===== config.mk =====
export PLATFORM = sky130hd
export DESIGN_NAME = smb_slave_port
export DESIGN_NICKNAME = d
export VERILOG_FILES = /design/src/core/smb_pkg.sv /design/src/core/smb_slave_port.sv /design/src/core/smb_sync.sv
export SDC_FILE = /design/constraint.sdc
export NUM_CORES = 1
export LEC_CHECK = 0
export BUFFER_PORTS_ARGS = -buffer_cell sky130_fd_sc_hd__buf_2
export CAP_MARGIN = 20
export CORE_MARGIN = 4
export CORE_UTILIZATION = 55
export CTS_BUF_LIST = sky130_fd_sc_hd__clkbuf_8
export CTS_CLUSTER_SIZE = 24
export DETAILED_ROUTE_END_ITERATION = 16
export PLACE_DENSITY = 0.77
export REMOVE_ABC_BUFFERS = 1
export SETUP_SLACK_MARGIN = 0.15
export SKIP_CTS_REPAIR_TIMING = 1
export SLEW_MARGIN = 10
export SYNTH_ARGS = -nofsm -noshare
export SYNTH_HDL_FRONTEND = slang
export SYNTH_SLANG_ARGS = --single-unit

===== constraint.sdc =====
create_clock -name mclk -period 2.75 [get_ports mclk]
set_input_delay 0.55 -clock mclk [delete_from_list [all_inputs] [get_ports mclk]]
set_output_delay 0.55 -clock mclk [all_outputs]
set_load 0.02 [all_outputs]

===== src/core/smb_pkg.sv =====
// shared constants and types of the bus slave register port
package smb_pkg;

    localparam logic [6:0] ADDR_FLOAT = 7'h5C;
    localparam logic [6:0] ADDR_LOW   = 7'h58;

    localparam logic [1:0] STRAP_LOW   = 2'h0;
    localparam logic [1:0] STRAP_FLOAT = 2'h1;
    localparam logic [1:0] STRAP_HIGH  = 2'h2;

    localparam logic [1:0] STRAP_SETTLE = 2'h3;

    localparam logic [3:0] BITS_BYTE = 4'h8;

    localparam logic [1:0] PH_ADDR = 2'h0;
    localparam logic [1:0] PH_PTR  = 2'h1;
    localparam logic [1:0] PH_DATA = 2'h2;
    localparam logic [1:0] PH_OVER = 2'h3;

    localparam int unsigned CLK_NS = 100;
    localparam int unsigned TMO_MS = 25;
    localparam int unsigned TMO_NS = TMO_MS * 1000000;
    localparam int unsigned TMO_W  = 18;

    typedef enum logic [1:0] {
        ST_IDLE = 2'b00,
        ST_RX   = 2'b01,
        ST_ACK  = 2'b10,
        ST_TX   = 2'b11
    } smb_st_e;

    typedef struct packed {
        logic       stb;
        logic [7:0] addr;
        logic [7:0] data;
    } smb_wr_s;

    typedef struct packed {
        smb_st_e          st;
        logic [3:0]       bitcnt;
        logic [1:0]       phase;
        logic             rw;
        logic [7:0]       shreg;
        logic [7:0]       ptr;
        logic             wr_stb;
        logic [7:0]       wr_data;
        logic             rel;
        logic             scl_q;
        logic             sda_q;
        logic [TMO_W-1:0] tmo;
        logic [1:0]       strap_cnt;
        logic             strap_done;
        logic             addr_ok;
        logic [6:0]       own_addr;
    } smb_state_s;

endpackage


===== src/core/smb_slave_port.sv =====
// bus slave port: start/stop, address match, pointer, byte transfers
// What this block does
// [RULE1] answer at 0x5C when floating, 0x58 when low
// [RULE2] sample address strap once after power-up
// [RULE3] ignore later strap changes until next power-up
// [RULE4] bus commands never alter the fixed address
// [RULE5] start condition begins address byte reception
// [RULE6] shift in seven address bits then direction
// [RULE7] acknowledge own address before ninth clock
// [RULE8] direction zero writes, one reads
// [RULE9] each byte is eight bits plus acknowledge
// [RULE10] data changes with clock low; rise is stop
// [RULE11] master ends write with stop
// [RULE12] master ends read with nack then stop
// [RULE13] direction fixed until a new start
// [RULE14] writes of one or two bytes; one-byte reads
// [RULE15] first written byte loads the address pointer
// [RULE16] second written byte goes to pointed register
// [RULE17] read returns register under current pointer
// [RULE18] send byte sets pointer, writes nothing
// [RULE19] repeated start accepted in place of stop
// [RULE20] pointer write, repeated start, one-byte read
// [RULE21] optional 25 ms idle timeout releases bus
// [RULE22] foreign address: stay released until next start
// [RULE23] start or stop mid-byte restarts reception
`timescale 1ns/1ps
`default_nettype none
module smb_slave_port #(
    parameter int unsigned TMO_CYC = smb_pkg::TMO_NS / smb_pkg::CLK_NS
) (
    input  wire logic           mclk,
    input  wire logic           sys_rst,
    input  wire logic           scl_i,
    input  wire logic           sda_i,
    output logic                sda_o,
    output logic                sda_oe_n,
    input  wire logic [1:0]     addr_strap,
    input  wire logic           tmo_en,
    output logic      [7:0]     reg_ptr,
    input  wire logic [7:0]     rd_data,
    output smb_pkg::smb_wr_s    wr,
    output logic                addr_valid
);
    import smb_pkg::*;

    if (TMO_CYC == 0 || TMO_CYC >= (1 << TMO_W))
    begin : g_chk
        $error("TMO_CYC out of range for timeout counter");
    end

    localparam logic [TMO_W-1:0] TMO_LIM = TMO_W'(TMO_CYC);

    smb_state_s r_ff;
    smb_state_s nxt_r;
    logic [3:0] pin_s;
    logic       scl_s;
    logic       sda_s;
    logic [1:0] strap_s;
    logic       scl_rise;
    logic       scl_fall;
    logic       start_det;
    logic       stop_det;
    logic       byte_fall;
    logic       addr_hit;

    smb_sync #(
        .W (4)
    ) u_sync (
        .mclk    (mclk),
        .sys_rst (sys_rst),
        .din     ({addr_strap, sda_i, scl_i}),
        .dout    (pin_s)
    );

    // sync flops reset low, so an idle bus looks like a fall and rise
    // right after reset; the idle state ignores both
    assign scl_s   = pin_s[0];
    assign sda_s   = pin_s[1];
    assign strap_s = pin_s[3:2];

    assign scl_rise  = scl_s && !r_ff.scl_q;
    assign scl_fall  = !scl_s && r_ff.scl_q;
    // sda moves while scl stays high
    assign start_det = scl_s && r_ff.scl_q && r_ff.sda_q && !sda_s; // RULE5
    assign stop_det  = scl_s && r_ff.scl_q && !r_ff.sda_q && sda_s; // RULE10
    // an expiring idle timer wins over a late byte end
    assign byte_fall = (r_ff.st == ST_RX) && (r_ff.bitcnt == BITS_BYTE)
                       && scl_fall && !start_det && !stop_det
                       && !(tmo_en && r_ff.tmo == TMO_LIM);
    assign addr_hit  = r_ff.addr_ok && (r_ff.shreg[7:1] == r_ff.own_addr);

    always_comb
    begin
        nxt_r        = r_ff;
        nxt_r.scl_q  = scl_s;
        nxt_r.sda_q  = sda_s;
        nxt_r.wr_stb = 1'b0;

        // strap caught once the synchroniser has settled, never again
        if (!r_ff.strap_done) // RULE3 RULE4
        begin
            if (r_ff.strap_cnt == STRAP_SETTLE)
            begin
                nxt_r.strap_done = 1'b1; // RULE2
                nxt_r.addr_ok    = (strap_s != STRAP_HIGH); // RULE1
                nxt_r.own_addr   = (strap_s == STRAP_LOW) ? ADDR_LOW
                                                          : ADDR_FLOAT; // RULE1
            end
            else
            begin
                nxt_r.strap_cnt = r_ff.strap_cnt + 2'h1;
            end
        end

        // idle timer restarts on any line activity
        if (r_ff.st == ST_IDLE || scl_s != r_ff.scl_q
            || sda_s != r_ff.sda_q)
        begin
            nxt_r.tmo = '0;
        end
        else if (r_ff.tmo != TMO_LIM)
        begin
            nxt_r.tmo = r_ff.tmo + 1'b1;
        end

        if (start_det)
        begin
            // also serves as repeated start; pointer survives
            nxt_r.st     = ST_RX; // RULE19 RULE20 RULE23
            nxt_r.bitcnt = '0;
            nxt_r.phase  = PH_ADDR;
            nxt_r.rel    = 1'b1;
        end
        else if (stop_det)
        begin
            nxt_r.st  = ST_IDLE; // RULE10 RULE11 RULE12 RULE23
            nxt_r.rel = 1'b1;
        end
        else if (tmo_en && r_ff.tmo == TMO_LIM)
        begin
            nxt_r.st  = ST_IDLE; // RULE21
            nxt_r.rel = 1'b1;
        end
        else
        begin
            unique case (r_ff.st)
                ST_IDLE:
                begin
                    nxt_r.rel = 1'b1; // RULE22
                end
                ST_RX:
                begin
                    if (scl_rise && r_ff.bitcnt != BITS_BYTE)
                    begin
                        // msb first, sampled while scl high
                        nxt_r.shreg  = {r_ff.shreg[6:0], sda_s}; // RULE6
                        nxt_r.bitcnt = r_ff.bitcnt + 4'h1; // RULE9
                    end
                    else if (byte_fall)
                    begin
                        unique case (r_ff.phase)
                            PH_ADDR:
                            begin
                                if (addr_hit)
                                begin
                                    nxt_r.rw  = r_ff.shreg[0]; // RULE8 RULE13
                                    nxt_r.st  = ST_ACK;
                                    nxt_r.rel = 1'b0; // RULE7
                                    // read byte picked up at ack time
                                    nxt_r.shreg = rd_data; // RULE17
                                end
                                else
                                begin
                                    nxt_r.st = ST_IDLE; // RULE22
                                end
                            end
                            PH_PTR:
                            begin
                                nxt_r.ptr = r_ff.shreg; // RULE15 RULE18
                                nxt_r.st  = ST_ACK;
                                nxt_r.rel = 1'b0;
                            end
                            PH_DATA:
                            begin
                                nxt_r.wr_stb  = 1'b1; // RULE16
                                nxt_r.wr_data = r_ff.shreg;
                                nxt_r.st      = ST_ACK;
                                nxt_r.rel     = 1'b0;
                            end
                            PH_OVER:
                            begin
                                // third write byte left unacknowledged
                                nxt_r.st = ST_IDLE; // RULE14
                            end
                        endcase
                    end
                end
                ST_ACK:
                begin
                    if (scl_fall)
                    begin
                        nxt_r.bitcnt = '0;
                        if (r_ff.rw)
                        begin
                            nxt_r.st  = ST_TX;
                            nxt_r.rel = r_ff.shreg[7];
                        end
                        else
                        begin
                            nxt_r.st    = ST_RX;
                            nxt_r.rel   = 1'b1;
                            nxt_r.phase = r_ff.phase + 2'h1;
                        end
                    end
                end
                ST_TX:
                begin
                    if (scl_fall)
                    begin
                        nxt_r.bitcnt = r_ff.bitcnt + 4'h1;
                        nxt_r.shreg  = {r_ff.shreg[6:0], 1'b1};
                        if (r_ff.bitcnt == BITS_BYTE - 4'h1)
                        begin
                            // one byte only; master's ack slot ignored
                            nxt_r.st  = ST_IDLE; // RULE14
                            nxt_r.rel = 1'b1;
                        end
                        else
                        begin
                            nxt_r.rel = r_ff.shreg[6]; // RULE10
                        end
                    end
                end
            endcase
        end
    end

    always_ff @(posedge mclk or posedge sys_rst)
    begin
        if (sys_rst)
        begin
            r_ff     <= '0;
            r_ff.st  <= ST_IDLE;
            r_ff.rel <= 1'b1;
            r_ff.scl_q <= 1'b1;
            r_ff.sda_q <= 1'b1;
        end
        else
        begin
            r_ff <= nxt_r;
        end
    end

    // open drain: only ever pulls low
    assign sda_o      = 1'b0;
    assign sda_oe_n   = r_ff.rel;
    assign reg_ptr    = r_ff.ptr;
    assign wr         = '{stb:  r_ff.wr_stb,
                          addr: r_ff.ptr,
                          data: r_ff.wr_data};
    assign addr_valid = r_ff.strap_done && r_ff.addr_ok;
endmodule
`default_nettype wire


===== src/core/smb_sync.sv =====
// two-flop synchroniser for pin inputs
`timescale 1ns/1ps
`default_nettype none
module smb_sync #(
    parameter int unsigned W = 1
) (
    input  wire logic         mclk,
    input  wire logic         sys_rst,
    input  wire logic [W-1:0] din,
    output logic      [W-1:0] dout
);
    typedef struct packed {
        logic [W-1:0] meta;
        logic [W-1:0] sync;
    } smb_sync_s;

    smb_sync_s r_ff;
    smb_sync_s nxt_r;

    if (W == 0)
    begin : g_chk
        $error("smb_sync width must be nonzero");
    end

    always_comb
    begin
        nxt_r.meta = din;
        nxt_r.sync = r_ff.meta;
    end

    always_ff @(posedge mclk or posedge sys_rst)
    begin
        if (sys_rst)
        begin
            r_ff <= '0;
        end
        else
        begin
            r_ff <= nxt_r;
        end
    end

    assign dout = r_ff.sync;
endmodule
`default_nettype wire


==> results.toml <==
[synthesis]
synth_cell_type_count = 55
synth_edf_count = 0
ys_ff_latch = 69
avgSynthCellArea_sq_um = 10.85
synth_top_area_cell = "dfrtp_1"
yosysMostFrequentCell = "dfrtp_1"
yosysSeqAreaShare = 0.4922
yosysTopAreaCellShare = 0.4698
ys_warn_count = 0
synth_cells = 324
ys.flop_type = "dfrtp_1"
synth_area_leaders = "dfrtp_1 (47%), buf_4 (5.6%), mux2_1 (5.1%)"
syn_area_sq_mm = 0.003516
ys_top_cells_by_count = "dfrtp_1 (66), buf_4 (26), nand2_1 (25), nor2_1 (25), inv_1 (18)"
async_flop_share = 1.000

[pwr]
p_leak_nw = 1.900
total_power_mw = 2.598
irDropWorstVdd_uv = 492.6
powerDensity_mw_per_mm2 = 675.9

[clock_network]
cts-root-buf = "clkbuf_8"
htree_levels = 3
clk_pin_slew_ns = 0.07
cts_buffers = 9
clkLatencyLatePin_ns = 0.34
clockBufferDepth = 2
cts_tree = "yes"
cts_sinks = 69

[grt]
grt_max_degree = 36
grt_use_total = 0.1891
grt_overflow_total = 0
grt_pass1_wl_microns = 11100
antenna_found_initial = 0
first_global_vias = 2365

[timing]
finalClockSkew_ns = 0.01033
rsz0062_at_grt = "no"
post-route-period-util = 0.8885
min_period_ns = 2.443
slew_viol_final = 0
setup-violations-final = 0
max_freq_mhz = 409.3
holdWs_ns = 0.2958
finalHoldViolations = 0
setup_ws_ns = 0.3066
maxSlewHeadroom = 0.5768
worst_pin_slew_ns = 0.6259
fin_tns_setup_ns = 0

[finish]
nets = 375
layoutNonFillerInstCount = 428
drive_above_1_share = 0.2266
n_fill_cell = 468
num_antenna_cells = 0
areaGrowthSynthToFinish_pct = 9.324
seq_area_sq_mm = 0.001730
multi_input_area_sq_mm = 0.001496

[placement]
pre_cts_slack_ns = 0.3177
routabilityCongestion = 0.7501
dp_cells = 413
port_buffers = 41
post-dp-hpwl_microns = 4492

[die]
pin_count = 43
initial_utilization = 0.5801
die_area_sq_mm = 0.007736
die_y_microns = 87.96
core-area_sq_mm = 0.006061
rows = 28
die_w_microns = 87.96

[detailed_routing]
first_pass_iters = 7
antenna_left = 0
wl_microns = 6256
drcViolationCount = 0
wl_per_cell_microns = 14.62
drt_iter0_drc = 165
vias_per_cell = 5.357
vias = 2293

[worst_setup_path]
cp-end-kind = "flop"
critPathLaunchType = "flop"
arrival_ns = 2.65
worstPathRequired_ns = 2.96
critPathKind = "flop to flop"
critPathMaxFanout = 9

[run]
drv_cap = 0

[worst_hold_path]
min_path_type = "input port to async pin"

[run_status]
outcome = "finished, final reports clean"
==> layout make-up <==
cell class                 count  area share
clock inverter                 4     0.01888
inverter                      19     0.01855
sequential                    69      0.4502
multi-input combinational    206      0.3893
clock buffer                  11     0.03939
timing repair buffer          44     0.05924
tap                           75     0.02441
==> metrics by stage <==
| step | utilization | area (sq um) |
|---|---|---|
| floorplan | - | 3298 |
| global placement | 0.5972 | 3620 |
| detailed placement | 0.5972 | 3620 |
| CTS | 0.6342 | 3844 |
| global route | 0.6342 | 3844 |
| finish | 0.6342 | 3844 |
==> critical path, cell delays in order, from the launching register on <==
cell,delay [ns]
dfrtp_1,0.43
or4b_4,0.56
nor4_4,0.27
a31oi_2,0.25
nor3b_1,0.24
nand2_2,0.21
mux2_1,0.35
==> routing by layer <==
metal  routed length (microns)  up-vias  share of wire  GRT usage
li1                          -     1138              -          -
met1                      2953     1086           0.47     0.2590
met2                      2858       61           0.46     0.2856
met3                       350        8          0.056    0.04139
met4                        94        0          0.015    0.09205
met5                         0        -              0          0
==> state kept, by name, indices dropped and copies added (netlist names) <==
register	cells
r_ff	43
wr	9
reg_ptr	8
u_sync.dout	4
u_sync.nxt_r	4
sda_oe_n	1
==> placed cells by master, fill, tap and decap left out, drive strengths merged, types with 3 or more instances in the layout <==
cell / count
nand3: 13
and2: 4
nand2: 27
a22o: 7
dfstp: 3
o21ai: 8
nand2b: 4
nand4: 5
nor2b: 6
a21oi: 6
mux2: 24
ha: 11
and3: 7
clkbuf: 11
inv: 20
nor2: 25
buf: 44
mux2i: 5
nand3b: 4
dfrtp: 66
xor2: 14
xnor2: 6
==> logic make-up (layout without fill, tap and decap cells) <==
kind of cell,count (synthesis),in the layout,synth area share
simple gates,109,109,0.1701
flops,69,69,0.4922
buf+inv,49,78,0.08220
compound gates,36,36,0.07438
mux,29,29,0.09110
xor+xnor,20,20,0.04982
fa+ha+maj,11,11,0.03915
other cells,1,1,0.001067
==> where the power goes <==
part	switching [mW]	total, mW	internal [mW]
sequential	0.0893	1.20	1.11
combinational	0.270	0.474	0.204
clock	0.373	0.927	0.554
==> worst paths after layout <==
path	from	endpoint	slack (ns)	cells past startpoint
setup / recovery	r_ff[14]	wr[0]	0.31	6
hold / removal	sys_rst	r_ff[9]	0.30	3
setup reg to reg	r_ff[14]	wr[0]	0.31	6
hold reg to reg	u_sync.nxt_r[0]	u_sync.dout[0]	0.35	0
max in group asynchronous	sys_rst	sda_oe_n	2.11	3
min in group mclk	addr_strap[0]	u_sync.nxt_r[2]	0.31	1
Power figures use the tool's default switching activity.
